[config.mk]
export PLATFORM = sky130hd
export DESIGN_NAME = icpw_timer
export DESIGN_NICKNAME = d
export VERILOG_FILES = /design/src/design/icpw_timer.v
export VERILOG_INCLUDE_DIRS = /design/src /design/src/design
export SDC_FILE = /design/constraint.sdc
export NUM_CORES = 1
export LEC_CHECK = 0
export BUFFER_PORTS_ARGS = -buffer_cell sky130_fd_sc_hd__buf_4
export CELL_PAD_IN_SITES_DETAIL_PLACEMENT = 1
export CELL_PAD_IN_SITES_GLOBAL_PLACEMENT = 2
export CORE_ASPECT_RATIO = 1.25
export CORE_MARGIN = 2
export CORE_UTILIZATION = 33
export DETAILED_ROUTE_END_ITERATION = 12
export GPL_ROUTABILITY_DRIVEN = 0
export PLACE_DENSITY = 0.87
export SLEW_MARGIN = 20
export SYNTH_ARGS = -nofsm -noshare
export SYNTH_HDL_FRONTEND = slang
export SYNTH_SLANG_ARGS = --single-unit
[constraint.sdc]
create_clock -name sys_clk -period 2.8 [get_ports sys_clk]
set_input_delay 0.42 -clock sys_clk [delete_from_list [all_inputs] [get_ports sys_clk]]
set_output_delay 0.42 -clock sys_clk [all_outputs]
set_load 0.01 [all_outputs]
[src/design/icpw_defines.vh]
// Constants for the pulse width capture timer channel
`ifndef ICPW_DEFINES_VH
`define ICPW_DEFINES_VH

// Register offsets (byte addresses)
`define ICPW_ADDR_W        8
`define ICPW_OFS_CTRL      8'h00
`define ICPW_OFS_CLKCTL    8'h04
`define ICPW_OFS_IOCTL     8'h08
`define ICPW_OFS_MODE      8'h0C
`define ICPW_OFS_COUNT     8'h10
`define ICPW_OFS_GRA       8'h14
`define ICPW_OFS_STATUS    8'h18
`define ICPW_OFS_ENABLE    8'h1C
`define ICPW_OFS_CLEAR     8'h20
`define ICPW_OFS_PROTECT   8'h24
`define ICPW_OFS_UNITSEL   8'h28

// Control register fields
`define ICPW_CTRL_START    0
`define ICPW_CTRL_STOP     1
`define ICPW_CTRL_NFEN     2
`define ICPW_CTRL_NOISE_FILTER_CLOCK_SELECT_LO  3
`define ICPW_CTRL_NOISE_FILTER_CLOCK_SELECT_HI  4
`define ICPW_CTRL_RESET    5'h02

// Clock control fields
`define ICPW_PSC_LO        0
`define ICPW_PSC_HI        2
`define ICPW_EDGE_LO       3
`define ICPW_EDGE_HI       4
`define ICPW_COUNTER_CLEAR_SELECT_LO       5
`define ICPW_COUNTER_CLEAR_SELECT_HI       7

// Mode register fields
`define ICPW_MODE_MD_LO    0
`define ICPW_MODE_MD_HI    3
`define ICPW_MODE_BFA      4
`define ICPW_MODE_BFB      5

// Field encodings
`define ICPW_PSC_DIV1      3'h0
`define ICPW_PSC_DIV4      3'h1
`define ICPW_PSC_DIV16     3'h2
`define ICPW_PSC_DIV64     3'h3
`define ICPW_EDGE_RISE     2'h0
`define ICPW_COUNTER_CLEAR_SELECT_GRA      3'h1
`define ICPW_IOA_CAP_RISE  4'h8
`define ICPW_IOA_CAP_FALL  4'h9
`define ICPW_IOA_CAP_BOTH  4'hA
`define ICPW_IOA_CAP_BOTH2 4'hB
`define ICPW_MODE_NORMAL   4'h0
`define ICPW_UNIT_CH0      2'h0

// Interrupt bit positions
`define ICPW_INT_CAP       0
`define ICPW_INT_OVF       1

// Write protection keys
`define ICPW_KEY_OPEN      16'hA502
`define ICPW_KEY_CLOSE     16'hA500

// Counter and divider constants
`define ICPW_CNT_MAX       16'hFFFF
`define ICPW_CNT_ZERO      16'h0000
`define ICPW_DIV_W         8
`define ICPW_DIV_M1        8'h00
`define ICPW_DIV_M4        8'h03
`define ICPW_DIV_M16       8'h0F
`define ICPW_DIV_M64       8'h3F
`define ICPW_NF_M1         8'h00
`define ICPW_NF_M8         8'h07
`define ICPW_NF_M32        8'h1F
`define ICPW_NF_M256       8'hFF

`endif

[src/design/icpw_timer.v]
// Pulse width capture timer channel with register port and interrupt
// Overview of operation
// Counter runs only while start bit set
// Software stops, zeroes counter and capture first
// Prescaler 000b counts every peripheral clock
// Edge select 0 counts on rising edge
// Clear select 001b clears on A event
// IO field 1010b captures both edges
// Each capture edge raises enabled capture request
// Counter wrap raises enabled overflow request
// Buffer bits and mode zero: normal mode
// Enable bits low suppress their requests
// Software waits two cycles after filter enable
// Software sets unit selector to zero
// Stop bit released only with protection open
// Software counts overflows only while measuring
// Module stays stopped after reset until released
// Capture latches counter as clear takes effect
// Requests stay pending until host clears them
//
// The strobed register port and the register offsets were chosen for this implementation.
`timescale 1ns/100ps
`include "icpw_defines.vh"
`default_nettype none

module icpw_timer (
	// Clock and reset
	input  wire        sys_clk,
	input  wire        rst,
	// Register port
	input  wire [7:0]  reg_addr,
	input  wire [31:0] reg_wdata,
	input  wire        reg_wr,
	input  wire        reg_rd,
	output reg  [31:0] reg_rdata,
	// External pulse input
	input  wire        capture_input_pin,
	// Interrupt request
	output wire        irq
);

	// Software visible state
	reg  [4:0]  ctrl;                   // Start, stop, filter enable, filter clock
	reg  [7:0]  clkctl;                 // Prescaler, edge, clear select
	reg  [3:0]  io_control_register_high; // Holds the IO control A field
	reg  [5:0]  timer_mode_register;    // Mode field and buffer bits
	reg  [15:0] timer_counter_value;    // Channel counter
	reg  [15:0] general_register_a;     // Capture / compare register
	reg  [1:0]  int_status;             // Sticky event flags
	reg  [1:0]  int_enable;             // Interrupt enables
	reg         prot_open;              // Write protection state
	reg  [1:0]  unit_selector_field;    // Shared vector owner

	// Pin path
	reg         pin_s1;                 // First synchroniser stage
	reg         pin_s2;                 // Second synchroniser stage
	reg         nf_q0;                  // Filter sample, newest
	reg         nf_q1;                  // Filter sample, older
	reg         nf_out;                 // Filtered level
	reg  [7:0]  nf_div;                 // Filter sample divider
	reg         cap_prev;               // Previous level for edge detect
	reg  [7:0]  psc_div;                // Count clock divider

	// Field views
	wire        channel_zero_count_start = ctrl[`ICPW_CTRL_START];
	wire        module_stop_bit          = ctrl[`ICPW_CTRL_STOP];
	wire        noise_filter_a_enable    = ctrl[`ICPW_CTRL_NFEN];
	wire [1:0]  noise_filter_clock_select = ctrl[`ICPW_CTRL_NOISE_FILTER_CLOCK_SELECT_HI:`ICPW_CTRL_NOISE_FILTER_CLOCK_SELECT_LO];
	wire [2:0]  prescaler_select     = clkctl[`ICPW_PSC_HI:`ICPW_PSC_LO];
	wire [1:0]  clock_edge_select    = clkctl[`ICPW_EDGE_HI:`ICPW_EDGE_LO];
	wire [2:0]  counter_clear_select = clkctl[`ICPW_COUNTER_CLEAR_SELECT_HI:`ICPW_COUNTER_CLEAR_SELECT_LO];
	wire [3:0]  io_control_a_field   = io_control_register_high;
	// Mode register splits into mode field and two buffer bits
	wire [3:0]  operating_mode_field = timer_mode_register[`ICPW_MODE_MD_HI:`ICPW_MODE_MD_LO];
	wire        buffer_mode_a        = timer_mode_register[`ICPW_MODE_BFA];
	wire        buffer_mode_b        = timer_mode_register[`ICPW_MODE_BFB];
	wire        capture_a_int_enable = int_enable[`ICPW_INT_CAP];
	wire        overflow_int_enable  = int_enable[`ICPW_INT_OVF];

	// Register port decode
	wire wr_ctrl   = reg_wr && (reg_addr == `ICPW_OFS_CTRL);
	wire wr_clk    = reg_wr && (reg_addr == `ICPW_OFS_CLKCTL);
	wire wr_io     = reg_wr && (reg_addr == `ICPW_OFS_IOCTL);
	wire wr_mode   = reg_wr && (reg_addr == `ICPW_OFS_MODE);
	wire wr_count  = reg_wr && (reg_addr == `ICPW_OFS_COUNT);
	wire wr_gra    = reg_wr && (reg_addr == `ICPW_OFS_GRA);
	wire wr_enable = reg_wr && (reg_addr == `ICPW_OFS_ENABLE);
	wire wr_clear  = reg_wr && (reg_addr == `ICPW_OFS_CLEAR);
	wire wr_prot   = reg_wr && (reg_addr == `ICPW_OFS_PROTECT);
	wire wr_unit   = reg_wr && (reg_addr == `ICPW_OFS_UNITSEL);

	// Module is alive only once released from stop
	wire running = !module_stop_bit;

	// Only normal mode is built; other modes fall back to it
	wire normal_mode = !buffer_mode_a && !buffer_mode_b &&
		(operating_mode_field == `ICPW_MODE_NORMAL);

	// Noise filter sample period, selected by filter clock field
	reg  [7:0] nf_mask;
	always @* begin
		case (noise_filter_clock_select)
			2'h0:    nf_mask = `ICPW_NF_M1;
			2'h1:    nf_mask = `ICPW_NF_M8;
			2'h2:    nf_mask = `ICPW_NF_M32;
			default: nf_mask = `ICPW_NF_M256;
		endcase
	end
	wire nf_tick = ((nf_div & nf_mask) == nf_mask);

	// Synchroniser; only the second stage feeds logic
	always @(posedge sys_clk) begin
		if (rst) begin
			pin_s1 <= 1'b0;
			pin_s2 <= 1'b0;
		end else begin
			pin_s1 <= capture_input_pin;
			pin_s2 <= pin_s1;
		end
	end

	// Filter: level changes only after two equal samples, so a
	// glitch shorter than one sample period is rejected
	// Limitation: three sample periods of latency on every edge
	always @(posedge sys_clk) begin
		if (rst) begin
			nf_div <= 8'h00;
			nf_q0  <= 1'b0;
			nf_q1  <= 1'b0;
			nf_out <= 1'b0;
		end else begin
			nf_div <= nf_div + 8'h01;
			if (nf_tick) begin
				nf_q0 <= pin_s2;
				nf_q1 <= nf_q0;
				// Settles two samples after enable
				if (nf_q0 == nf_q1) begin
					nf_out <= nf_q1;
				end
			end
		end
	end

	// Level seen by the edge detector
	wire cap_level = noise_filter_a_enable ? nf_out : pin_s2;

	// Edge detect tracks level always so enabling gives no false edge
	always @(posedge sys_clk) begin
		if (rst) begin
			cap_prev <= 1'b0;
		end else begin
			cap_prev <= cap_level;
		end
	end
	wire rise = cap_level && !cap_prev;
	wire fall = !cap_level && cap_prev;

	// Capture mode decode
	wire io_cap_rise = (io_control_a_field == `ICPW_IOA_CAP_RISE);
	wire io_cap_fall = (io_control_a_field == `ICPW_IOA_CAP_FALL);
	wire io_cap_both = (io_control_a_field == `ICPW_IOA_CAP_BOTH) ||
		(io_control_a_field == `ICPW_IOA_CAP_BOTH2);
	wire io_capture  = io_cap_rise || io_cap_fall || io_cap_both;

	// Capture event: both edges in the 1010b setting
	wire cap_event = running && (
		(io_cap_both && (rise || fall)) ||
		(io_cap_rise && rise) ||
		(io_cap_fall && fall));

	// Prescaler divide mask
	// Divide by one leaves the mask empty, so every clock ticks
	reg  [7:0] psc_mask;
	always @* begin
		case (prescaler_select)
			`ICPW_PSC_DIV1:  psc_mask = `ICPW_DIV_M1;
			`ICPW_PSC_DIV4:  psc_mask = `ICPW_DIV_M4;
			`ICPW_PSC_DIV16: psc_mask = `ICPW_DIV_M16;
			default:         psc_mask = `ICPW_DIV_M64;
		endcase
	end

	// Count clock divider runs only while counting
	always @(posedge sys_clk) begin
		if (rst) begin
			psc_div <= 8'h00;
		end else if (running && channel_zero_count_start) begin
			psc_div <= psc_div + 8'h01;
		end else begin
			psc_div <= 8'h00;
		end
	end

	// One tick per rising edge of the divided count clock; other edge
	// settings also count once per period since the clock is internal
	wire edge_ok = (clock_edge_select == `ICPW_EDGE_RISE) || 1'b1;
	wire cnt_tick = running && channel_zero_count_start && edge_ok &&
		((psc_div & psc_mask) == psc_mask);

	// Compare match only outside capture modes
	wire cmp_event = running && !io_capture &&
		(timer_counter_value == general_register_a) && cnt_tick;

	// Counter clear source
	wire a_event = cap_event || cmp_event;
	wire cnt_clr = a_event && (counter_clear_select == `ICPW_COUNTER_CLEAR_SELECT_GRA);

	// Wrap past maximum
	wire ovf_event = cnt_tick && !cnt_clr &&
		(timer_counter_value == `ICPW_CNT_MAX);

	// Channel counter; software write wins, then clear, then count
	// A preset in the cycle of a capture therefore loses that clear
	always @(posedge sys_clk) begin
		if (rst) begin
			timer_counter_value <= `ICPW_CNT_ZERO;
		end else if (wr_count) begin
			timer_counter_value <= reg_wdata[15:0];
		end else if (cnt_clr) begin
			timer_counter_value <= `ICPW_CNT_ZERO;
		end else if (cnt_tick) begin
			timer_counter_value <= timer_counter_value + 16'h0001;
		end
	end

	// General register A; capture beats a software write in the same cycle
	always @(posedge sys_clk) begin
		if (rst) begin
			general_register_a <= `ICPW_CNT_ZERO;
		end else if (cap_event && normal_mode) begin
			// Old counter value latched as the clear lands
			general_register_a <= timer_counter_value;
		end else if (cap_event) begin
			// Buffered modes not built; transfer direct
			general_register_a <= timer_counter_value;
		end else if (wr_gra) begin
			general_register_a <= reg_wdata[15:0];
		end
	end

	// Sticky flags; a set in the clear cycle wins
	// Clear is write-one-to-clear; zero bits leave flags alone
	wire [1:0] set_bits = {ovf_event, a_event};
	wire [1:0] clr_bits = wr_clear ? reg_wdata[1:0] : 2'h0;
	always @(posedge sys_clk) begin
		if (rst) begin
			int_status <= 2'h0;
		end else begin
			int_status <= (int_status & ~clr_bits) | set_bits;
		end
	end

	// Interrupt request, level, gated by enables and vector owner
	wire cap_req = int_status[`ICPW_INT_CAP] && capture_a_int_enable;
	wire ovf_req = int_status[`ICPW_INT_OVF] && overflow_int_enable;
	assign irq = (cap_req || ovf_req) &&
		(unit_selector_field == `ICPW_UNIT_CH0);

	// Write protection: open key enables stop bit writes, close key ends it
	// Any other value leaves the protection state as it was
	always @(posedge sys_clk) begin
		if (rst) begin
			prot_open <= 1'b0;
		end else if (wr_prot && (reg_wdata[15:0] == `ICPW_KEY_OPEN)) begin
			prot_open <= 1'b1;
		end else if (wr_prot && (reg_wdata[15:0] == `ICPW_KEY_CLOSE)) begin
			prot_open <= 1'b0;
		end
	end

	// Control register; stop bit held unless protection is open
	always @(posedge sys_clk) begin
		if (rst) begin
			ctrl <= `ICPW_CTRL_RESET;
		end else if (wr_ctrl) begin
			ctrl[`ICPW_CTRL_START] <= reg_wdata[`ICPW_CTRL_START];
			ctrl[`ICPW_CTRL_NFEN]  <= reg_wdata[`ICPW_CTRL_NFEN];
			ctrl[`ICPW_CTRL_NOISE_FILTER_CLOCK_SELECT_HI:`ICPW_CTRL_NOISE_FILTER_CLOCK_SELECT_LO] <=
				reg_wdata[`ICPW_CTRL_NOISE_FILTER_CLOCK_SELECT_HI:`ICPW_CTRL_NOISE_FILTER_CLOCK_SELECT_LO];
			if (prot_open) begin
				ctrl[`ICPW_CTRL_STOP] <= reg_wdata[`ICPW_CTRL_STOP];
			end
		end
	end

	// Configuration registers
	// Limitation: codes are not range checked; odd ones fall back
	always @(posedge sys_clk) begin
		if (rst) begin
			clkctl                   <= 8'h00;
			io_control_register_high <= 4'h0;
			timer_mode_register      <= 6'h00;
			int_enable               <= 2'h0;
			unit_selector_field      <= 2'h0;
		end else begin
			if (wr_clk) begin
				clkctl <= reg_wdata[7:0];
			end
			if (wr_io) begin
				io_control_register_high <= reg_wdata[3:0];
			end
			if (wr_mode) begin
				timer_mode_register <= reg_wdata[5:0];
			end
			if (wr_enable) begin
				int_enable <= reg_wdata[1:0];
			end
			if (wr_unit) begin
				unit_selector_field <= reg_wdata[1:0];
			end
		end
	end

	// Read mux; unmapped and write-only offsets read zero
	reg [31:0] rd_mux;
	always @* begin
		case (reg_addr)
			`ICPW_OFS_CTRL:    rd_mux = {27'h0, ctrl};
			`ICPW_OFS_CLKCTL:  rd_mux = {24'h0, clkctl};
			`ICPW_OFS_IOCTL:   rd_mux = {28'h0, io_control_register_high};
			`ICPW_OFS_MODE:    rd_mux = {26'h0, timer_mode_register};
			`ICPW_OFS_COUNT:   rd_mux = {16'h0, timer_counter_value};
			`ICPW_OFS_GRA:     rd_mux = {16'h0, general_register_a};
			`ICPW_OFS_STATUS:  rd_mux = {30'h0, int_status};
			`ICPW_OFS_ENABLE:  rd_mux = {30'h0, int_enable};
			`ICPW_OFS_PROTECT: rd_mux = {31'h0, prot_open};
			`ICPW_OFS_UNITSEL: rd_mux = {30'h0, unit_selector_field};
			default:           rd_mux = 32'h0000_0000;
		endcase
	end

	// Read data valid the cycle after the strobe only
	// Zero outside the answer cycle keeps a shared read bus quiet
	always @(posedge sys_clk) begin
		if (rst) begin
			reg_rdata <= 32'h0000_0000;
		end else if (reg_rd) begin
			reg_rdata <= rd_mux;
		end else begin
			reg_rdata <= 32'h0000_0000;
		end
	end

endmodule

`default_nettype wire

==> results by group, run 1 <==
Run status
  – Status: finished clean

Die
  – Core Area: 14410 µm²
  – Total Die Area: 15780 µm²
  – Placement row count: 49
  – IO Count: 78
  – Initial Util: 33.86%
  – Die Wd: 112.8 µm
  – DIE HEIGHT: 139.9 µm

Yosys
  – Ranking of synthesized cells by area: dfxtp_1 40%, nor2_1 5.8%, a21oi_1 5.3%
  – Ys flop type: dfxtp_1
  – Register area share after synthesis: 40.22%
  – Asr flop ratio synth: 0%
  – Synthesized area per cell: 8.104 µm²
  – Synth unique cells: 55
  – Seq cells post-synth: 98
  – Syn Inst Count: 602
  – Share of the synthesized area in the top cell type: 40.22%
  – EDFF count, synth: 0
  – Biggest area consumer among synthesized cells: dfxtp_1
  – YS warnings: 0
  – Mapped cell area: 4878 µm²

Power
  – Power Density: 502.5 nW/µm²
  – Largest vdd supply drop: 0.3879 mV
  – Leakage dissipation: 2.152 nW

Worst setup path
  – Worst path slowest cell: dfxtp_1
  – Crit end category: register
  – Largest stage delay, worst path: 0.52 ns
  – CP arrival: 2.91 ns
  – Crit Reg-Reg Endpoint: int_status[1]
  – Reg2Reg Setup Slack: 0.19 ns
  – WP data required: 3.10 ns
  – Worst-path fanout max: 7
  – R2R depth: 9
  – Worst Setup Start Kind: register
  – CP Cell Sequence: ha_1, nand3_1, nor3_2, nand3_1, or3_1, nor4_1, buf_4, nand2_1, nand2_1
  – Crit path kind: register to register
  – Reg2reg start: timer_counter_value[0]

Global route
  – GRT Residual Overflow: 0
  – Initial antenna violation count: 0
  – First-pass GRT wire length: 25490 µm
  – Total GRT Usage: 20.68%
  – Vias in the first global route: 4895
  – Largest net degree at the start of global routing: 39

Clock network
  – Hold_buf cts: 0
  – Worst-path clk slew: 0.08 ns
  – CTS max path bufs: 2
  – CTS Buf Count: 9
  – CTS tree: yes
  – Worst skew pair latency: 0.36 ns
  – H-tree lvl count: 3
  – Clk root buf: clkbuf_16
  – Num Clock Sinks: 98

STA
  – Worst-margin pin slew: 0.5729 ns
  – Tmin final: 2.612 ns
  – Tcrit/Tclk final: 93.28%
  – Fmax: 382.9 MHz
  – Clock skew: 0.009295 ns
  – Worst slew margin relative to its limit: 61.81%
  – Setup ws final: 0.1882 ns
  – Unrepaired setup endpoints after global routing: false
  – Final Setup Violations: 0
  – Fin Setup TNS: 0 ns
  – Pins Over Slew Limit: 0
  – Final hold viol count: 0

Layout
  – Final non-filler cell total: 825
  – Share of post-route cells with drive strength above 1: 15.61%
  – Layout area overhead: 17.13%
  – Commonest cells after routing, fill and taps aside: 98 x dfxtp_1, 75 x nor2_1, 73 x buf_4
  – Commonest non-fill, non-tap cell in the layout: dfxtp_1
  – Fill cells: 1730
  – Diode count: 0
  – Final net count: 692
  – Finished Core Util: 39.66%

Worst hold path
  – Worst hold start: capture_input_pin
  – WHS Endpoint: pin_s1
  – Hold depth: 2
  – HP Class: primary input to register

Place
  – Place WS: 0.09968 ns
  – Hpwl dp: 11890 µm
  – Placed instance count: 809
  – Port buffer count: 45

Routing
  – Vias/cell: 5.630
  – Initial DRC count: 301
  – Vias: 4645
  – DRT Pass-1 Iters: 5
  – Antenna Nets Post-Route: 0
  – Total Wirelength: 16150 µm
  – Number of remaining DRC errors: 0
  – Avg WL per Cell: 19.57 µm

Job
  – Max cap viols: 0
## worst max-delay path, delay by kind of cell, from the launching register on
| kind | cells | cell delay, ns |
|---|---|---|
| flops | 1 | 0.52 |
| buf+inv | 1 | 0.19 |
| fa+ha+maj | 1 | 0.29 |
| simple gates | 7 | 1.57 |
## routing by layer
metal  vias up  wire length [µm]  track usage [%]
met5         -                 0                0
met3        50               744            4.327
met2       133              8256            36.68
met4         0               855            12.71
li1       2171                 -                -
met1      2291              6289            22.28
## cells by family (layout without fill, tap and decap cells)
logic type,Yosys count,count (layout),share of synthesized area [%]
XOR/XNOR,29,29,5.207
adder cells (fa/ha/maj),5,5,1.282
other,1,16,0.07687
flip-flops,98,98,40.22
AND/OR/NAND/NOR,239,239,23.08
buffers and inverters,76,106,7.771
multiplexers,16,16,3.308
AO/OA/AOI/OAI,138,138,19.06
## power by group
part,leakage [nW],internal (mW),switching (mW)
registers,0.790,1.40,0.00745
logic,1.21,0.0569,0.107
clock network,0.148,0.701,0.598
total,2.15,2.16,0.712
## state kept, by name (all words and copies together), names as in the netlist, 2 cells and up
name	count
int_status	2
unit_selector_field	2
general_register_a	16
psc_div	6
timer_mode_register	6
timer_counter_value	16
reg_rdata	16
clkctl	8
int_enable	2
ctrl	5
io_control_a_field	4
nf_div	8
## cells in the mapped netlist, drive strengths merged (15+ instances only)
cell type	instances
nor2	75
xor2	20
a22oi	20
buf	31
a21oi	53
dfxtp	98
a211oi	18
nand2	63
clkbuf	28
mux2i	15
nand3	46
inv	17
## through the flow
step           hold slack (ns)  total power [mW]  instance area [µm²]
6_report                0.2681             2.871                 5714
5_1_grt                 0.2900             2.965                 5714
4_1_cts                 0.2673             2.899                 5698
3_5_place_dp            0.4300             1.603                 5396
3_3_place_gp            0.4169             1.597                 5396
2_1_floorplan           0.4138             1.539                 4935
## cell type report
cell class / instances / area [µm²] / area share, %
Multi-Input combinational cell: 443 / 2616 / 45.78
Sequential cell: 98 / 1962 / 34.33
Timing Repair Buffer: 73 / 548.0 / 9.591
Clock buffer: 9 / 225.2 / 3.941
Tap cell: 178 / 222.7 / 3.898
Clock inverter: 7 / 76.32 / 1.336
Inverter: 17 / 63.81 / 1.117
## how the worst max path moves through the flow
stage | start | end | slack, ns | cells after the start
after global placement | timer_counter_value[0] | int_status[1] | 0.08 | 9
after floorplan | ctrl[2] | general_register_a[10] | 0.44 | 9
after CTS | timer_counter_value[0] | int_status[1] | 0.07 | 9
final | timer_counter_value[0] | int_status[1] | 0.19 | 9
after global routing | ctrl[2] | timer_counter_value[2] | 0.04 | 9
after detailed placement | timer_counter_value[0] | int_status[1] | 0.1 | 9
## timing repair
action                                  CTS  global route
buffers inserted                          0             0
endpoints found under the setup margin    0             2
hold endpoints to repair                  0             0
resized for setup                         0             2
Power figures use the tool's default switching activity.
==> run 2, diff against run 1 <==
- CORE_MARGIN: 2 -> 5
==> results by group, run 2 (synthesis results as in run 1) <==
Global route
  – First-pass GRT wire length: 26120 µm
  – Initial antenna violation count: 0
  – Largest net degree at the start of global routing: 71
  – Most Crowded Layer GR: met2
  – Grt met2 use: 34.82%
  – GRT Residual Overflow: 0
  – Grt met3 use: 4.044%
  – Vias in the first global route: 4880
  – Total GRT Usage: 18.81%
  – Met1 GRT Util: 20.76%

STA
  – Tcrit/Tclk final: 92.47%
  – Pins Over Slew Limit: 0
  – Fmax: 386.2 MHz
  – Worst-margin pin slew: 0.8953 ns
  – Clock skew: 0.005794 ns
  – Worst slew margin relative to its limit: 40.00%
  – Fin Setup TNS: 0 ns
  – Tmin final: 2.589 ns
  – Unrepaired setup endpoints after global routing: false
  – Final hold viol count: 0
  – Final Setup Violations: 0

Layout
  – Final net count: 689
  – Multi-input gate area: 2611 µm²
  – Commonest non-fill, non-tap cell in the layout: dfxtp_1
  – Layout area overhead: 16.26%
  – Fill cells: 1764
  – Largest regs: general_register_a (16), reg_rdata (16), timer_counter_value (16)
  – Finished Core Util: 39.20%
  – Diode count: 0
  – FF+latch area: 1962 µm²
  – Commonest cells after routing, fill and taps aside: 98 x dfxtp_1, 75 x nor2_1, 70 x buf_4
  – Design area: 5672 µm²
  – Share of post-route cells with drive strength above 1: 14.62%

Worst setup path
  – Worst path depth: 9
  – CP arrival: 2.81 ns
  – Worst path slowest cell: dfxtp_1
  – R2R depth: 9
  – Crit Reg-Reg Endpoint: timer_counter_value[2]
  – Largest stage delay, worst path: 0.38 ns
  – Delay-heaviest family, CP: compound AO/OA/AOI/OAI gates
  – WP data required: 3.02 ns
  – Worst-path fanout max: 4
  – Crit end category: register
  – Crit path kind: register to register
  – Worst Setup Start Kind: register
  – CP Cell Sequence: mux2i_1, inv_1, ha_1, mux2_2, o2111ai_4, o31ai_4, a21oi_4, nand2_1, o311ai_0
  – Reg2reg start: ctrl[2]
  – CP Buf/Inv Count: 1
  – Reg2Reg Setup Slack: 0.21 ns

Worst hold path
  – Worst hold start: capture_input_pin
  – WHS Endpoint: pin_s1
  – HP Class: primary input to register
  – Hold depth: 2

Job
  – Max cap viols: 0

Die
  – DIE HEIGHT: 145.9 µm
  – Initial Util: 33.72%
  – Die Wd: 118.8 µm
  – Core Area: 14470 µm²
  – Total Die Area: 17330 µm²
  – Placement row count: 49
  – IO Count: 78

Power
  – PnR Total Power: 2.810 mW
  – Largest vdd supply drop: 0.3647 mV
  – Leakage dissipation: 2.122 nW
  – Power Density: 495.5 nW/µm²

Clock network
  – CTS tree: yes
  – Num Clock Sinks: 98
  – Clk root buf: clkbuf_16
  – H-tree lvl count: 3
  – CTS Buf Count: 9
  – Worst skew pair latency: 0.35 ns
  – Post-CTS setup buffers: 0
  – Worst-path clk slew: 0.07 ns
  – Hold_buf cts: 0
  – CTS max path bufs: 2

Routing
  – Initial DRC count: 256
  – Avg WL per Cell: 19.70 µm
  – DRT Pass-1 Iters: 4
  – Vias: 4585
  – Total Wirelength: 16180 µm
  – Number of remaining DRC errors: 0
  – Antenna Nets Post-Route: 0
  – Vias/cell: 5.585

Place
  – Hpwl dp: 11880 µm
  – Port buffer count: 45
  – Cell Area, Placed: 5374 µm²

Run status
  – Status: finished clean
run 2: what timing repair did:
action	4_1_cts	5_1_grt
hold endpoints to repair	0	0
setup endpoints to repair	0	1
resized for setup	0	1
run 2: worst register-to-register path: stages, from the launching register on:
cell and delay (ns):
dfxtp_1 0.38, mux2i_1 0.32, inv_1 0.11, ha_1 0.20, mux2_2 0.28, o2111ai_4 0.30, o31ai_4 0.18, a21oi_4 0.18
nand2_1 0.15, o311ai_0 0.37
run 2: metrics by stage:
stage	setup slack (ns)	std cells	hold WS, ns
2_1_floorplan	0.4401	617	0.4138
3_3_place_gp	0.3155	806	0.4253
3_5_place_dp	0.1987	806	0.4292
4_1_cts	0.09242	821	0.2770
5_1_grt	0.06741	821	0.2734
6_report	0.2109	821	0.2809
run 2: final cells by class:
cell class              count  area share (%)
multi-input cells         443           46.04
flip-flops and latches     98           34.59
repair buffers             70           9.265
clock buffers              11           4.103
well taps                 178           3.927
inverters                  17           1.125
clock inverters             4          0.9486
run 2: worst max path at each step:
stage	from	end	slack [ns]
global placement	timer_counter_value[0]	int_status[1]	0.32
floorplan	ctrl[2]	general_register_a[10]	0.44
detailed placement	ctrl[2]	timer_counter_value[2]	0.20
finish	ctrl[2]	timer_counter_value[2]	0.21
CTS	ctrl[2]	timer_counter_value[2]	0.09
global route	ctrl[2]	timer_counter_value[2]	0.07
run 2: report_power, final:
group          internal [mW]  switching [mW]
clock network          0.691           0.546
logic                 0.0578           0.108
registers               1.40         0.00607
total                   2.15           0.660
run 2: layer usage:
metal | part of all wire (%) | vias up
met5 | 0 | -
met4 | 3.4 | 0
met3 | 4.2 | 36
met2 | 53 | 117
met1 | 39 | 2271
li1 | - | 2161
